`config.mk`:
```
export PLATFORM = sky130hd
export DESIGN_NAME = wake_on_lan_rx_config
export DESIGN_NICKNAME = d
export VERILOG_FILES = /design/src/wake_pkg.sv /design/src/wake_pulse_gen.sv /design/src/wake_on_lan_rx_config.sv
export SDC_FILE = /design/constraint.sdc
export NUM_CORES = 1
export LEC_CHECK = 0
export ABC_AREA = 1
export BUFFER_PORTS_ARGS = -buffer_cell sky130_fd_sc_hd__buf_4
export CORE_MARGIN = 2
export CORE_UTILIZATION = 45
export DETAILED_ROUTE_END_ITERATION = 8
export GPL_TIMING_DRIVEN = 0
export PLACE_DENSITY = 0.79
export SLEW_MARGIN = 20
export SYNTH_ARGS = -nofsm -noshare
export SYNTH_HDL_FRONTEND = slang
export SYNTH_SLANG_ARGS = --single-unit
```
`constraint.sdc`:
```
create_clock -name clk_sys -period 1.48 [get_ports clk_sys]
set_input_delay 0.074 -clock clk_sys [delete_from_list [all_inputs] [get_ports clk_sys]]
set_output_delay 0.074 -clock clk_sys [all_outputs]
set_load 0.02 [all_outputs]
```
`src/wake_pkg.sv`:
```
// constants for the receive wake configuration block
package wake_pkg;
   localparam int          ADDR_W            = 12;
   // register indices; the bus byte address is four times the index
   localparam logic [11:0] IDX_CFG           = 12'h134;
   localparam logic [11:0] IDX_STS           = 12'h135;
   localparam logic [11:0] IDX_PW0           = 12'h139;
   localparam logic [11:0] IDX_PW1           = 12'h13A;
   localparam logic [11:0] IDX_PW2           = 12'h13B;
   localparam logic [11:0] IDX_IRQ_STS       = 12'h141;
   localparam logic [11:0] IDX_IRQ_EN        = 12'h142;
   localparam logic [11:0] IDX_IRQ_CLR       = 12'h143;
   // configuration field positions
   localparam int          B_MAGIC           = 0;
   localparam int          B_PATTERN         = 1;
   localparam int          B_BCAST           = 2;
   localparam int          B_UCAST           = 4;
   localparam int          B_PWCHK           = 5;
   localparam int          B_FEATURE         = 7;
   localparam int          B_STYLE           = 8;
   localparam int          B_WIDTH_LO        = 9;
   localparam int          B_CLEAR           = 11;
   localparam logic [15:0] CFG_RESET         = 16'h0004;
   localparam logic [15:0] CFG_WMASK         = 16'h0FB7;
   // status field positions
   localparam int          S_MAGIC           = 0;
   localparam int          S_PATTERN         = 1;
   localparam int          S_BCAST           = 2;
   localparam int          S_UCAST           = 4;
   localparam int          S_HACK            = 5;
   localparam int          S_CRC             = 6;
   localparam int          S_SFD             = 7;
   localparam logic [7:0]  STS_MASK          = 8'hF7;
   // pulse widths in 125-MHz cycles, scaled to the 250-MHz system clock
   localparam int          CLK_MHZ           = 250;
   localparam int          WAKE_CLK_MHZ      = 125;
   localparam int          PULSE_BASE_CYC    = 8;
   localparam int          PULSE_SCALE       = CLK_MHZ / WAKE_CLK_MHZ;
   localparam logic [1:0]  RESP_OKAY         = 2'b00;
   localparam logic [1:0]  RESP_SLVERR       = 2'b10;
   localparam logic [31:0] IRQ_RESET         = 32'h0000_0000;
endpackage

```
`src/wake_pulse_gen.sv`:
```
// wake output generator: pulse of selectable length or held level
`timescale 1ns/1ps
`default_nettype none
module wake_pulse_gen
   import wake_pkg::*;
(
   input  wire logic       clk_sys,    // system clock
   input  wire logic       srst,       // sync reset
   input  wire logic       trig,       // one wake event
   input  wire logic       levelStyle, // 1 level, 0 pulse
   input  wire logic [1:0] widthSel,   // pulse width select
   input  wire logic       clearLevel, // software clear of level
   output logic            wakeOut     // wake output
);
   logic [8:0] cnt;
   logic [8:0] pulseLen;

   // 8/16/32/64 wake cycles, two system cycles each
   assign pulseLen = 9'((PULSE_BASE_CYC * PULSE_SCALE) << widthSel);

   // a new event restarts the pulse rather than queuing a second one
   always_ff @(posedge clk_sys) begin
      if (srst) begin
         cnt     <= '0;
         wakeOut <= 1'b0;
      end else if (trig) begin
         wakeOut <= 1'b1;
         cnt     <= levelStyle ? 9'h000 : pulseLen - 9'h001;
      end else if (levelStyle) begin
         if (clearLevel) wakeOut <= 1'b0;
      end else if (cnt != 9'h000) begin
         cnt <= cnt - 9'h001;
      end else begin
         wakeOut <= 1'b0;
      end
   end
endmodule
`default_nettype wire

```
`src/wake_on_lan_rx_config.sv`:
```
// receive wake configuration register bank with AXI4-Lite slave
//
// Design decision made here: the AXI4-Lite interface to the registers.
`timescale 1ns/1ps
`default_nettype none
module wake_on_lan_rx_config
   import wake_pkg::*;
(
   input  wire logic        clk_sys,       // system clock
   input  wire logic        srst,          // sync reset
   // axi4-lite slave
   input  wire logic [13:0] s_axi_awaddr,  // write address
   input  wire logic        s_axi_awvalid, // write address valid
   output logic             s_axi_awready, // write address ready
   input  wire logic [31:0] s_axi_wdata,   // write data
   input  wire logic [3:0]  s_axi_wstrb,   // write strobes
   input  wire logic        s_axi_wvalid,  // write data valid
   output logic             s_axi_wready,  // write data ready
   output logic [1:0]       s_axi_bresp,   // write response
   output logic             s_axi_bvalid,  // write response valid
   input  wire logic        s_axi_bready,  // write response ready
   input  wire logic [13:0] s_axi_araddr,  // read address
   input  wire logic        s_axi_arvalid, // read address valid
   output logic             s_axi_arready, // read address ready
   output logic [31:0]      s_axi_rdata,   // read data
   output logic [1:0]       s_axi_rresp,   // read response
   output logic             s_axi_rvalid,  // read valid
   input  wire logic        s_axi_rready,  // read ready
   // receive detector events, one-cycle pulses
   input  wire logic        evMagic,       // magic packet seen
   input  wire logic [47:0] evMagicPass,   // password carried by that packet
   input  wire logic        evPattern,     // pattern match
   input  wire logic        evBcast,       // broadcast packet
   input  wire logic        evUcast,       // unicast packet
   input  wire logic        evBadCrc,      // bad crc
   input  wire logic        evSfdErr,      // sfd error
   // controls to the receive path
   output logic             rxFeatureOn,   // enhanced receive features on
   output logic             crcCheckOn,    // crc checking on
   output logic             tsIndicateOn,  // timestamp indication on
   output logic             wakeOut,       // wake output
   output logic             irq            // interrupt, level
);
   logic [15:0] cfg;
   logic [7:0]  rxStatus;
   logic [47:0] password;
   logic [7:0]  irqSts;
   logic [7:0]  irqEn;
   logic        awHeld;
   logic        wHeld;
   logic [11:0] awIdx;
   logic [31:0] wData;
   logic [3:0]  wStrb;
   logic        doWrite;
   logic        doRead;
   logic [11:0] arIdx;
   logic [7:0]  evVec;
   logic [7:0]  next_rxStatus;
   logic        magicOk;
   logic        wakeTrig;
   logic        clearPulse;
   logic        stsReadHit;
   logic [31:0] next_rdata;
   logic        rdMapped;
   logic        wrMapped;
   logic [7:0]  irqClrVec;
   logic [7:0]  next_irqSts;

   // registered aliases of the feature enable
   assign rxFeatureOn  = cfg[B_FEATURE];
   assign crcCheckOn   = cfg[B_FEATURE];
   assign tsIndicateOn = cfg[B_FEATURE];

   // ---- write channel: address and data taken in either order
   assign s_axi_awready = !awHeld && !s_axi_bvalid;
   assign s_axi_wready  = !wHeld && !s_axi_bvalid;
   assign doWrite       = awHeld && wHeld && !s_axi_bvalid;

   always_ff @(posedge clk_sys) begin
      if (srst) begin
         awHeld <= 1'b0;
         awIdx  <= '0;
      end else if (s_axi_awvalid && s_axi_awready) begin
         awHeld <= 1'b1;
         awIdx  <= s_axi_awaddr[13:2];
      end else if (doWrite) begin
         awHeld <= 1'b0;
      end
   end

   always_ff @(posedge clk_sys) begin
      if (srst) begin
         wHeld <= 1'b0;
         wData <= '0;
         wStrb <= '0;
      end else if (s_axi_wvalid && s_axi_wready) begin
         wHeld <= 1'b1;
         wData <= s_axi_wdata;
         wStrb <= s_axi_wstrb;
      end else if (doWrite) begin
         wHeld <= 1'b0;
      end
   end

   // only registers software may write are mapped for writes
   always_comb begin
      case (awIdx)
         IDX_CFG, IDX_PW0, IDX_PW1, IDX_PW2, IDX_IRQ_EN, IDX_IRQ_CLR: wrMapped = 1'b1;
         default: wrMapped = 1'b0;
      endcase
   end

   // write response
   always_ff @(posedge clk_sys) begin
      if (srst) begin
         s_axi_bvalid <= 1'b0;
         s_axi_bresp  <= RESP_OKAY;
      end else if (doWrite) begin
         s_axi_bvalid <= 1'b1;
         s_axi_bresp  <= wrMapped ? RESP_OKAY : RESP_SLVERR;
      end else if (s_axi_bready) begin
         s_axi_bvalid <= 1'b0;
      end
   end

   // clear strobe lasts the write cycle, the stored bit never reads back as one
   assign clearPulse = doWrite && awIdx == IDX_CFG && wStrb[1] && wData[B_CLEAR];

   // configuration register, byte lanes honoured; clear bit self-clears
   always_ff @(posedge clk_sys) begin
      if (srst) begin
         cfg <= CFG_RESET;
      end else if (doWrite && awIdx == IDX_CFG) begin
         if (wStrb[0]) cfg[7:0]  <= wData[7:0] & CFG_WMASK[7:0];
         if (wStrb[1]) cfg[15:8] <= wData[15:8] & CFG_WMASK[15:8] & 8'hF7;
      end
   end

   // password in three 16-bit words
   always_ff @(posedge clk_sys) begin
      if (srst) begin
         password <= '0;
      end else if (doWrite) begin
         for (int i = 0; i < 3; i++) begin
            if (awIdx == IDX_PW0 + 12'(i)) begin
               if (wStrb[0]) password[16*i +: 8]     <= wData[7:0];
               if (wStrb[1]) password[16*i + 8 +: 8] <= wData[15:8];
            end
         end
      end
   end

   // ---- event qualification
   // a magic packet with the wrong password counts as a hack attempt, not a wake
   assign magicOk = evMagic && (!cfg[B_PWCHK] || evMagicPass == password);

   always_comb begin
      evVec            = '0;
      evVec[S_MAGIC]   = magicOk;
      evVec[S_PATTERN] = evPattern;
      evVec[S_BCAST]   = evBcast;
      evVec[S_UCAST]   = evUcast;
      evVec[S_HACK]    = evMagic && cfg[B_PWCHK] && !magicOk;
      evVec[S_CRC]     = evBadCrc;
      evVec[S_SFD]     = evSfdErr;
      evVec            = evVec & {8{cfg[B_FEATURE]}};
   end

   // any enabled event in a cycle gives one trigger
   assign wakeTrig = cfg[B_FEATURE] && (
      (evVec[S_MAGIC]   && cfg[B_MAGIC])   ||
      (evVec[S_PATTERN] && cfg[B_PATTERN]) ||
      (evVec[S_BCAST]   && cfg[B_BCAST])   ||
      (evVec[S_UCAST]   && cfg[B_UCAST]));

   // ---- read channel: one read at a time, answered the cycle after acceptance
   assign s_axi_arready = !s_axi_rvalid;
   assign doRead        = s_axi_arvalid && s_axi_arready;
   assign arIdx         = s_axi_araddr[13:2];
   assign stsReadHit    = doRead && arIdx == IDX_STS;

   // status latches high, cleared by read; a same-cycle event survives
   always_comb begin
      next_rxStatus = stsReadHit ? 8'h00 : rxStatus;
      next_rxStatus = (next_rxStatus | evVec) & STS_MASK;
   end

   always_ff @(posedge clk_sys) begin
      if (srst) rxStatus <= '0;
      else      rxStatus <= next_rxStatus;
   end

   // interrupt status: set wins over write-one-to-clear
   assign irqClrVec = (doWrite && awIdx == IDX_IRQ_CLR && wStrb[0]) ? wData[7:0] : 8'h00;

   assign next_irqSts = ((irqSts & ~irqClrVec) | evVec) & STS_MASK;

   always_ff @(posedge clk_sys) begin
      if (srst) irqSts <= '0;
      else      irqSts <= next_irqSts;
   end

   always_ff @(posedge clk_sys) begin
      if (srst) irqEn <= '0;
      else if (doWrite && awIdx == IDX_IRQ_EN && wStrb[0]) irqEn <= wData[7:0] & STS_MASK;
   end

   always_ff @(posedge clk_sys) begin
      if (srst) irq <= 1'b0;
      else      irq <= |(next_irqSts & irqEn); // follows the status being stored
   end

   // read mux; the password reads back as written
   always_comb begin
      rdMapped   = 1'b1;
      next_rdata = '0;
      case (arIdx)
         IDX_CFG:     next_rdata = {16'h0000, cfg};
         IDX_STS:     next_rdata = {24'h000000, rxStatus};
         IDX_PW0:     next_rdata = {16'h0000, password[15:0]};
         IDX_PW1:     next_rdata = {16'h0000, password[31:16]};
         IDX_PW2:     next_rdata = {16'h0000, password[47:32]};
         IDX_IRQ_STS: next_rdata = {24'h000000, irqSts};
         IDX_IRQ_EN:  next_rdata = {24'h000000, irqEn};
         IDX_IRQ_CLR: next_rdata = '0;
         default:     rdMapped   = 1'b0;
      endcase
   end

   always_ff @(posedge clk_sys) begin
      if (srst) begin
         s_axi_rvalid <= 1'b0;
         s_axi_rdata  <= '0;
         s_axi_rresp  <= RESP_OKAY;
      end else if (doRead) begin
         s_axi_rvalid <= 1'b1;
         s_axi_rdata  <= next_rdata;
         s_axi_rresp  <= rdMapped ? RESP_OKAY : RESP_SLVERR;
      end else if (s_axi_rready) begin
         s_axi_rvalid <= 1'b0;
      end
   end

   // ---- wake output
   wake_pulse_gen u_pulse (
      .clk_sys    (clk_sys),
      .srst       (srst),
      .trig       (wakeTrig),
      .levelStyle (cfg[B_STYLE]),
      .widthSel   (cfg[B_WIDTH_LO +: 2]),
      .clearLevel (clearPulse),
      .wakeOut    (wakeOut)
   );
endmodule
`default_nettype wire

```
---- After elaboration in Yosys (flattened, before gate mapping) ----
Index checks and enable logic that the tools add are counted.
storage, ports and cells
  register bits after elaboration ......... 161
  input port bits ......................... 125
  logic and storage cells ................. 127
cells by class
  add/sub/neg operators ................... 2
  eq/ne operators ......................... 18
  shifts and indexed selects .............. 1
  multiplexer cells ....................... 22
  bitwise operators ....................... 6
  reduce and logical (&&, ||, !) cells .... 52
operator list
  operator                                                                  number
  12-bit by 9-bit == test with 1-bit output (second input constant)         14
  16-bit case mux with 7 select lines                                       1
  48-bit == test                                                            1
  9-bit two-way mux                                                         4
  8-bit AND                                                                 3
  1-bit logical AND                                                         23
  3-bit AND reduction                                                       6
  9-bit by 1-bit subtractor with 9-bit output (second input constant)       2
  8-bit two-way mux                                                         2
  8-bit OR                                                                  2
  8-bit OR reduction                                                        2
  1-bit two-way mux                                                         13
  2-bit nonzero test                                                        5
  9-bit nonzero test                                                        1
  5-bit by 2-bit left shift with 9-bit output (first input constant)        1
  8-bit NOT                                                                 1
  2-bit AND reduction                                                       4
  1-bit logical NOT                                                         6
  6-bit OR reduction                                                        1
  1-bit logical OR                                                          4
  2-bit two-way mux                                                         2
  3-bit by 1-bit inequality test with 1-bit output (second input constant)  1
  3-bit by 2-bit inequality test with 1-bit output (second input constant)  1
  2-bit by 1-bit inequality test with 1-bit output (second input constant)  1

---- Logic depth before layout (Yosys ltp) ----
Gate-level depths: netlist of run 1.
  depth after elaboration ................. 13
  depth in mapped cells ................... 15
  depth with buffers taken out ............ 15

---- Hierarchy ----
Synthesis of run 1 repeated with hierarchy kept, for this count alone.
second synthesis, totals
  cells, all modules ...................... 1001
  area total of the unflattened synthesis .. 6939.2 µm²
modules (own cells, without submodules)
  module                 times used  cells each  area an instance (µm²)  seq. area each (µm²)
  wake_on_lan_rx_config  1           883         6226.0                  2622.5
  wake_pulse_gen         1           118         713.2                   200.2

---- Least setup slack after synthesis of run 1 ----
No wires, ideal clock.
  kind .................................... register to register
  from .................................... register u_pulse.cnt[0]
  to ...................................... register u_pulse.cnt[6]
  setup time .............................. 0.117 ns
  arrival time ............................ 1.503 ns
  data required time ...................... 1.363 ns
  slack ................................... -0.140 ns
  stages on the path, launching flop included .. 14
  buffers on the path ..................... 0
  clock period less this slack ............ 1.620 ns
  cell sequence ........................... dfxtp_1 > inv_1 > ha_1 > nand3_1 > inv_1 > nand2_2 > nor2_1 > nand2_1 > nor2_2 > nor2_4 > clkinv_1 > nand3_2 > o21ai_0 > nor2_1
between the ends
  word-level cells in the longest chain between the ends .. 4
  elaborated cells between the ends (all ways) .. 7
  those cells by class .................... add/sub (1); mux (3); reduce/logical (3)
RTL lines
  item                                         RTL line              RTL
  start, declared                              wake_pulse_gen.sv:15  logic [8:0] cnt;
  start signal, assigned                       wake_pulse_gen.sv:28  cnt <= levelStyle ? 9'h000 : pulseLen - 9'h001;
  start signal, assigned                       wake_pulse_gen.sv:32  cnt <= cnt - 9'h001;
  9-bit by 1-bit subtractor with 9-bit output  wake_pulse_gen.sv:32
  9-bit two-way mux                            wake_pulse_gen.sv:31  end else if (cnt != 9'h000) begin
  9-bit two-way mux                            wake_pulse_gen.sv:29  end else if (levelStyle) begin
  9-bit two-way mux                            wake_pulse_gen.sv:26  end else if (trig) begin
Parallel ways exist; a longest one is shown, timed or not. The select of a mux whose other input is x is not followed.
A chain may end at the register's enable or synchronous reset.

---- Worst setup path after layout of run 1 ----
  from .................................... register awIdx[10]
  to ...................................... register irq
between the ends
  word-level cells in the longest chain between the ends .. 9
RTL lines
  item                                       RTL line                      RTL
  start, declared                            wake_on_lan_rx_config.sv:51   logic [11:0] awIdx;
  start signal, assigned                     wake_on_lan_rx_config.sv:85   awIdx <= s_axi_awaddr[13:2];
  12-bit by 9-bit == test with 1-bit output  wake_on_lan_rx_config.sv:194  assign irqClrVec = (doWrite && awIdx == IDX_IRQ_CLR && wStrb[0]) ? wData[7:0] : 8'h00;
  1-bit logical AND (2 in a row)             wake_on_lan_rx_config.sv:194
  8-bit two-way mux                          wake_on_lan_rx_config.sv:194
  8-bit NOT                                  wake_on_lan_rx_config.sv:196  assign next_irqSts = ((irqSts & ~irqClrVec) | evVec) & STS_MASK;
  8-bit AND                                  wake_on_lan_rx_config.sv:196
  8-bit OR                                   wake_on_lan_rx_config.sv:196
  8-bit AND                                  wake_on_lan_rx_config.sv:210  else irq <= |(next_irqSts & irqEn);
  8-bit OR reduction                         wake_on_lan_rx_config.sv:210
  end signal, assigned                       wake_on_lan_rx_config.sv:210
  end, declared                              wake_on_lan_rx_config.sv:42   output logic irq
Every way passes these cells.

==> results of run 1 <==
[power breakdown]
part | switching (mW) | internal (mW)
Combinational | 1.13 | 0.907
Sequential | 0.198 | 3.98
Clock | 1.66 | 3.04
[area by class of cell]
| type | instances | area share |
|---|---|---|
| repair buffers | 196 | 0.1606 |
| flip-flops and latches | 141 | 0.2808 |
| clock inverters | 10 | 0.01842 |
| well taps | 188 | 0.02308 |
| inverters | 123 | 0.04653 |
| clock buffers | 22 | 0.04457 |
| plain buffers | 55 | 0.03634 |
| multi-input cells | 664 | 0.3897 |
[worst paths after layout]
path | endpoint | start | cells after the start | slack (ps)
max | irq$_SDFF_PP0_ | awIdx[10]$_SDFFE_PP0P_ | 13 | -360
min | rxStatus[4]$_SDFF_PP0_ | evUcast | 3 | 20
max reg2reg | irq$_SDFF_PP0_ | awIdx[10]$_SDFFE_PP0P_ | 13 | -360
min reg2reg | s_axi_rdata[9]$_SDFFE_PP0P_ | s_axi_rdata[9]$_SDFFE_PP0P_ | 2 | 460
[routing by layer]
layer / part of all wire / GRT usage
met5: 0 / 0
met4: 0.049 / 0.1413
met3: 0.089 / 0.05281
met2: 0.46 / 0.4466
met1: 0.40 / 0.3510
[timing repair]
action | in CTS | in global routing
gates resized for setup | 152 | 68
hold endpoints to repair | 36 | 0
gates cloned | 5 | 1
hold buffers | 34 | 0
setup endpoints to repair | 94 | 108
buffers inserted | 18 | 10
pin swaps | 67 | 29
[logic make-up (layout without fill, tap and decap cells)]
group / count (synthesis) / count (layout) / synth area share
xor+xnor: 45 / 45 / 0.05631
buf+inv: 178 / 406 / 0.1105
fa+ha+maj: 2 / 2 / 0.003575
simple gates: 358 / 360 / 0.2351
compound gates: 239 / 239 / 0.1907
flops: 141 / 141 / 0.4033
other cells: 1 / 18 / 0.0005358
[stage by stage]
step	total power, mW	cell area, um2	setup TNS [ps]
floorplan	5.357	7096	-250.7
global placement	5.871	8307	-20870
detailed placement	5.901	8307	-22880
CTS	10.75	9898	-15720
global route	11.28	10190	-26490
finish	10.91	10190	-18890
[state kept, by name (all words and copies together), names as in the netlist]
name	flops
awHeld	1
awIdx	12
cfg	9
irq	1
irqEn	7
irqSts	7
password	48
rxStatus	7
s_axi_bresp	1
s_axi_bvalid	1
s_axi_rdata	16
s_axi_rresp	1
s_axi_rvalid	1
u_pulse.cnt	9
u_pulse.wakeOut	1
wData	16
wHeld	1
wStrb	2
[critical path: cells and delay by family, from the launching register on]
| kind | cells | cell delay (ps) |
|---|---|---|
| buf+inv | 2 | 210 |
| flops | 1 | 330 |
| simple gates | 11 | 1210 |
[placed cells by master (no fill, tap or decap), drive strengths merged, types with 2 or more instances in the layout]
cell / Yosys / routed
dlygate4sd3: 0 / 34
buf: 31 / 194
xnor2: 42 / 42
nand3: 38 / 38
or2: 2 / 2
nor3: 21 / 21
xor2: 3 / 3
nand2: 161 / 162
o22ai: 27 / 27
ha: 2 / 2
o21ai: 88 / 88
inv: 120 / 120
o31ai: 2 / 2
clkbuf: 24 / 45
nand4: 15 / 15
conb: 1 / 18
a211oi: 18 / 18
nor2: 115 / 116
a21oi: 99 / 99
dfxtp: 141 / 141
bufinv: 0 / 5
clkinv: 3 / 6
clkinvlp: 0 / 2
nor4: 4 / 4
==> out/results.ini, run 1 <==
[setup_path]
crit_chain=nor2_4, nand4_4, nor3_4, buf_4, nand3_1, nand2_1, nand2_1, nand2_1, nand3_1, nor2_1, nand3_1, nand2_1, inv_1
slowest_delay_ps=330
path_max_fanout=3
cp.required_ps=1800
crit_path_frequent_cell=nand2_1
endpoint_kind=flop
critical_path_arrival_ps=2160
cp_slowest_cell=dfxtp_2
path_class=flop to flop
startpoint_type=flop

[yosys]
synth_top_area_cell=dfxtp_1
syn-instance-count=964
synth-seq-cells=141
yosysWarnings=0
synth-async-reset-ratio=0
synth_most_common_cell=nand2_1
synth_edf_count=0
synth-seq-area-share=0.4033
synth_area_leaders=dfxtp_1, nand2_1, a21oi_1, inv_1, o21ai_0
synth_area_per_cell_um2=7.261
synth_top_area_share=0.4033
synth.top_cells.by_count=nand2_1, dfxtp_1, inv_1
yosys_most_used_dff=dfxtp_1
syn_area_mm2=0.006999
synth.distinct_cells=48

[place]
io_buffer_count=130
place_inst=1299
dp.final_hpwl_um=15910
gp_congestion=0.9204
pre_cts_ws_ps=-355.6

[cts]
clk_latency_ps=430
clk_path_buf_depth=2
htreeDepth=4
cts_buffers=17
clk_pin_slew_worst_paths_ps=60
cts_sinks=141
cts-root-buf=clkbuf_16
tritoncts=done

[grt]
grt_max_degree=17
grt_antenna_before_repair=0
grt_overflow=0
grtUsageTotal=0.2757
first_global_vias=6970
grt_first_pass_wirelength_um=35180

[final_layout]
diodes=0
finalNonFillerCells=1399
regArea_mm2=0.002861
nets=1325
layout-drive-gt1-share=0.3303
fin_util=0.6704
fillCellCount=1178
syn2layout_area_growth_pct=45.60
multi_input_area_mm2=0.003971

[routing]
via_count=7579
antenna_left=0
routed_wl_um=23710
post-route-drc-count=0
wire_per_inst_um=16.95
drt_iter0_drc=782
viasPerCell=5.417
drtPass1Iterations=6

[sta]
setup_slack_ps=-359.8
timing.final.crit_period_ps=1840
setup_viol=78
finalMaxSlewViolations=0
worst_pin_slew_ps=882.2
max_freq_mhz=543.5
period_share=1.243
finalHoldViolCount=0
slew-limit-headroom=0.4118
holdWs_ps=19.15
clock_skew_ps=9.593
rsz0062_at_grt=true

[status]
violations=negative setup slack
status=complete, but fails checks

[power_and_ir_drop]
ir_worst_vdd_v=0.0009019
pwr_density_cell_mw_per_mm2=1071
p_leak_nw=4.125

[floorplanning]
initial_core_util=0.4604
die_w_um=128.7
die-area_mm2=0.01657
die_y_um=128.7
design.portCount=171
num_rows=45
core_area_mm2=0.01520

[flow_run]
max_cap_violations=0

[hold_path]
hold_path.class=primary input to flop

Power figures use the tool's default switching activity.
==> inputs of run 2 (changes only) <==
- CTS_BUF_LIST: unset -> sky130_fd_sc_hd__clkbuf_4 sky130_fd_sc_hd__clkbuf_8
==> out/results.ini, run 2 (synthesized netlist as in run 1, its figures left out) <==
[final_layout]
top_regs=password (48), s_axi_rdata (16), wData (16)
final_cell_mix=buf_4, nand2_1, dfxtp_1
layout-drive-gt1-share=0.3719
multi_input_area_mm2=0.004205
final_common_cell=buf_4
diodes=0
regArea_mm2=0.002874
fin_util=0.6884
syn2layout_area_growth_pct=49.52
nets=1340
finalNonFillerCells=1414
fillCellCount=1098
largest_reg_flops=48
regMostFlops=password

[grt]
grt_first_pass_wirelength_um=35790
grt_antenna_before_repair=0
first_global_vias=7110
grt_max_degree=17
grtUsageTotal=0.2787
grt_overflow=0

[setup_path]
r2r_end=irq$_SDFF_PP0_
slowest_delay_ps=360
crit_chain=nor2_4, nand4_4, nor3_4, buf_6, nand3_2, nand2_2, nand2_1, nand2_1, nand3_2, nor2_2, nand3_2, nand2_2, inv_1
r2r_start=awIdx[2]$_SDFFE_PP0P_
path_max_fanout=3
path_class=flop to flop
cp.required_ps=1840
cp_slowest_cell=dfxtp_4
critical_path_arrival_ps=2290
endpoint_kind=flop
crit_path_frequent_cell=nand3_2
startpoint_type=flop
r2r_slack_ps=-450
r2r_cells=13

[place]
io_buffer_count=130
dp.final_hpwl_um=15910
place_inst=1299
gp_congestion=0.9204

[cts]
htreeDepth=4
cts_sinks=141
cts_buffers=17
clk_pin_slew_worst_paths_ps=80
clk_latency_ps=470
clk_path_buf_depth=2
tritoncts=done
cts-root-buf=clkbuf_8

[routing]
post-route-drc-count=0
drt_iter0_drc=1164
antenna_left=0
via_count=7948
viasPerCell=5.621
routed_wl_um=26190
drtPass1Iterations=9
wire_per_inst_um=18.52

[hold_path]
hold_path.class=primary input to flop
min-delay-start=s_axi_wvalid
holdPathStages=5
worstHoldEndpoint=wData[13]$_SDFFE_PP0P_

[floorplanning]
design.portCount=171
die-area_mm2=0.01657
core_area_mm2=0.01520
die_w_um=128.7
die_y_um=128.7
initial_core_util=0.4604
num_rows=45

[sta]
rsz0062_at_grt=true
finalHoldViolCount=0
worst_pin_slew_ps=1047
setup_viol=80
setup_slack_ps=-454.6
finalMaxSlewViolations=0
clock_skew_ps=18.68
slew-limit-headroom=0.3018
timing.final.crit_period_ps=1935
max_freq_mhz=516.9
period_share=1.307

[power_and_ir_drop]
p_leak_nw=4.222
pwr_density_cell_mw_per_mm2=963.8
ir_worst_vdd_v=0.0007140

[status]
violations=negative setup slack
status=complete, but fails checks

[flow_run]
max_cap_violations=0

run 2: cell types whose count changed in the layout (fill, tap and decap cells not counted), moves of 7 or more:
| cell | before | now |
|---|---|---|
| clkbuf_8 | 3 | 18 |
| a21oi_2 | 17 | 25 |
| a21oi_1 | 82 | 74 |
| clkbuf_16 | 17 | 1 |
| nand2_1 | 142 | 134 |
| o21ai_4 | 0 | 7 |
| buf_6 | 17 | 27 |
run 2: worst max-delay path by stage:
| stage | from | to | slack [ps] | cells after the start |
|---|---|---|---|---|
| finish | awIdx[2]$_SDFFE_PP0P_ | irq$_SDFF_PP0_ | -450 | 13 |
| global route | awIdx[2]$_SDFFE_PP0P_ | irq$_SDFF_PP0_ | -550 | 13 |
| CTS | awIdx[10]$_SDFFE_PP0P_ | irq$_SDFF_PP0_ | -320 | 12 |
| detailed placement | awIdx[4]$_SDFFE_PP0P_ | password[21]$_SDFFE_PP0P_ | -360 | 8 |
| global placement | awIdx[6]$_SDFFE_PP0P_ | u_pulse.wakeOut$_SDFFE_PP0P_ | -370 | 8 |
| floorplan | u_pulse.cnt[0]$_SDFFE_PP0P_ | u_pulse.cnt[4]$_SDFFE_PP0P_ | -70 | 13 |
run 2: per-layer routing:
layer | GRT usage | vias to the layer above | share of wire | wire (um)
met1 | 0.3497 | 3612 | 0.37 | 9820
met3 | 0.05364 | 146 | 0.11 | 2756
li1 | - | 3634 | - | -
met4 | 0.1292 | 0 | 0.058 | 1522
met5 | 0 | - | 0 | 0
met2 | 0.4641 | 556 | 0.46 | 12090
run 2: metrics by stage:
stage | TNS, ps | setup slack [ps] | cell area (um2) | hold slack (ps) | power (mW)
after floorplan | -250.7 | -74.48 | 7096 | 237.3 | 5.357
after global placement | -20870 | -372.6 | 8307 | 324.2 | 5.871
after detailed placement | -22880 | -355.6 | 8307 | 332.3 | 5.901
after CTS | -15920 | -324.5 | 9873 | 116.0 | 9.702
after global routing | -26610 | -550.3 | 10470 | 155.3 | 10.40
final | -20600 | -454.6 | 10470 | 136.3 | 10.09
run 2: power breakdown:
group	switching, mW	internal (mW)	total (mW)
Clock	1.55	2.13	3.68
Sequential	0.219	3.97	4.19
Combinational	1.25	0.968	2.21
Total	3.02	7.07	10.1
run 2: worst max-delay path, delay by kind of cell (launching register included):
kind | cells | cell delay (ps)
and+or+nand+nor | 11 | 1260
buffers and inverters | 2 | 190
DFF | 1 | 360
run 2: cell type report:
| cell class | count | share of cell area |
|---|---|---|
| well taps | 188 | 0.02248 |
| flip-flops and latches | 141 | 0.2746 |
| plain buffers | 55 | 0.03503 |
| multi-input cells | 664 | 0.4018 |
| inverters | 123 | 0.04603 |
| clock inverters | 10 | 0.01793 |
| clock buffers | 22 | 0.02654 |
| repair buffers | 211 | 0.1755 |
run 2: repair_timing:
action / 4_1_cts / 5_1_grt
hold endpoints to repair: 44 / 0
endpoints found under the setup margin: 93 / 110
hold buffers: 38 / 0
buffers inserted: 25 / 11
cloned: 7 / 2
pin swaps: 54 / 66
gates resized for setup: 155 / 142
==> inputs of run 3 (changes only) <==
- CORE_UTILIZATION: 45 -> 50
- PLACE_DENSITY: 0.79 -> 0.85
==> out/results.ini, run 3 (synthesized netlist as in run 1, its figures left out) <==
[final_layout]
layout-drive-gt1-share=0.3415
final_cell_mix=buf_4, nand2_1, dfxtp_1
fillCellCount=939
regArea_mm2=0.002858
nets=1341
syn2layout_area_growth_pct=45.21
fin_util=0.7379
multi_input_area_mm2=0.003999
largest_reg_flops=48
diodes=0
finalInstanceArea_mm2=0.01016
regMostFlops=password
top_regs=password (48), s_axi_rdata (16), wData (16)
final_common_cell=buf_4

[setup_path]
endpoint_kind=flop
path_buf_inv=2
cp.required_ps=1850
cpLargestDelayFamily=simple AND/OR/NAND/NOR gates
crit_chain=nor2_4, nand4_4, nor3_4, buf_4, nand3_1, nand2_1, nand2_1, nand2_1, nand3_2, nor2_2, nand3_2, nand2_1, inv_1
startpoint_type=flop
path_class=flop to flop
slowest_delay_ps=370
critical_path_arrival_ps=2390
path_max_fanout=4
cp_slowest_cell=dfxtp_4
crit_path_frequent_cell=nand2_1

[cts]
clk_pin_slew_worst_paths_ps=80
cts_buffers=17
clk_path_buf_depth=2
cts-root-buf=clkbuf_8
htreeDepth=4
tritoncts=done
cts_sinks=141
clk_latency_ps=480

[floorplanning]
design.portCount=171
core_area_mm2=0.01377
initial_core_util=0.5082
die-area_mm2=0.01496
num_rows=43
die_y_um=122.3
die_w_um=122.3

[place]
gp_congestion=0.9561
placed_area_mm2=0.008297
dp.final_hpwl_um=15900
io_buffer_count=130

[routing]
viasPerCell=5.679
post-route-drc-count=0
via_count=7991
drtPass1Iterations=6
antenna_left=0
routed_wl_um=26000
wire_per_inst_um=18.48
drt_iter0_drc=1026

[hold_path]
hold_path.class=primary input to flop

[grt]
grt_overflow=0
grtUsageTotal=0.3158
grt_first_pass_wirelength_um=35980
grt_antenna_before_repair=0
first_global_vias=7143
grt_max_degree=17

[sta]
finalHoldViolCount=0
setup_slack_ps=-538.2
clock_skew_ps=14.24
period_share=1.364
worst_pin_slew_ps=800.9
timing.final.crit_period_ps=2018
max_freq_mhz=495.5
rsz0062_at_grt=true
holdWs_ps=156.2
setup_viol=83
finalMaxSlewViolations=0
slew-limit-headroom=0.4661

[power_and_ir_drop]
ir_worst_vdd_v=0.0005430
pwr_density_cell_mw_per_mm2=959.8
p_leak_nw=4.115
power_mw=9.755

[status]
violations=negative setup slack
status=complete, but fails checks

[flow_run]
max_cap_violations=0

[run 3: cell types whose count changed in the layout (fill, tap and decap cells not counted), sizes merged]
cell,change
inv,+1
clkbuf,+2
clkinv,-2
buf,+1
nor2,-1
bufinv,-2
clkinvlp,+2
[run 3: worst reg2reg max path: cells and delay by family, from the launching register on]
kind	cells	cell delay [ps]
buffers and inverters	2	220
and+or+nand+nor	11	1320
DFF	1	370
[run 3: final cells by class]
class / count / share of cell area
Sequential cell: 141 / 0.2812
Buffer: 55 / 0.03644
Clock buffer: 23 / 0.03053
Tap cell: 180 / 0.02216
Clock inverter: 9 / 0.01293
Timing Repair Buffer: 213 / 0.1758
Multi-Input combinational cell: 663 / 0.3935
Inverter: 123 / 0.04752
[run 3: through the flow]
stage | setup TNS, ps | cells | worst slack (ps)
6_report | -22140 | 1407 | -538.2
5_1_grt | -27020 | 1407 | -597.9
4_1_cts | -17760 | 1386 | -331.6
3_5_place_dp | -25240 | 1291 | -424.3
3_3_place_gp | -18980 | 1291 | -352.5
2_1_floorplan | -250.7 | 981 | -74.48
[run 3: worst paths after layout]
| check | startpoint | to | slack, ps | depth (start not counted) |
|---|---|---|---|---|
| setup / recovery | awIdx[3]$_SDFFE_PP0P_ | irq$_SDFF_PP0_ | -540 | 13 |
| hold / removal | s_axi_awvalid | awIdx[3]$_SDFFE_PP0P_ | 160 | 5 |
| setup reg to reg | awIdx[3]$_SDFFE_PP0P_ | irq$_SDFF_PP0_ | -540 | 13 |
| hold reg to reg | s_axi_rdata[6]$_SDFFE_PP0P_ | s_axi_rdata[6]$_SDFFE_PP0P_ | 470 | 2 |
[run 3: timing repair]
item | in CTS | in global routing
endpoints found under the hold margin | 48 | 0
pin swaps | 19 | 44
hold buffers | 38 | 0
cloned | 7 | 1
resized for setup | 120 | 127
endpoints found under the setup margin | 91 | 122
setup buffers | 18 | 21
[run 3: layer usage]
metal	vias to the layer above	GRT usage	routed length, um
li1	3640	-	-
met1	3655	0.3886	9542
met2	556	0.5247	12040
met3	140	0.05809	2747
met4	0	0.1674	1668
met5	-	0	0
[run 3: report_power, final]
part,internal (mW),leakage (nW),switching (mW)
Combinational,0.913,2.74,1.17
Clock,1.91,0.218,1.58
Sequential,3.98,1.16,0.208
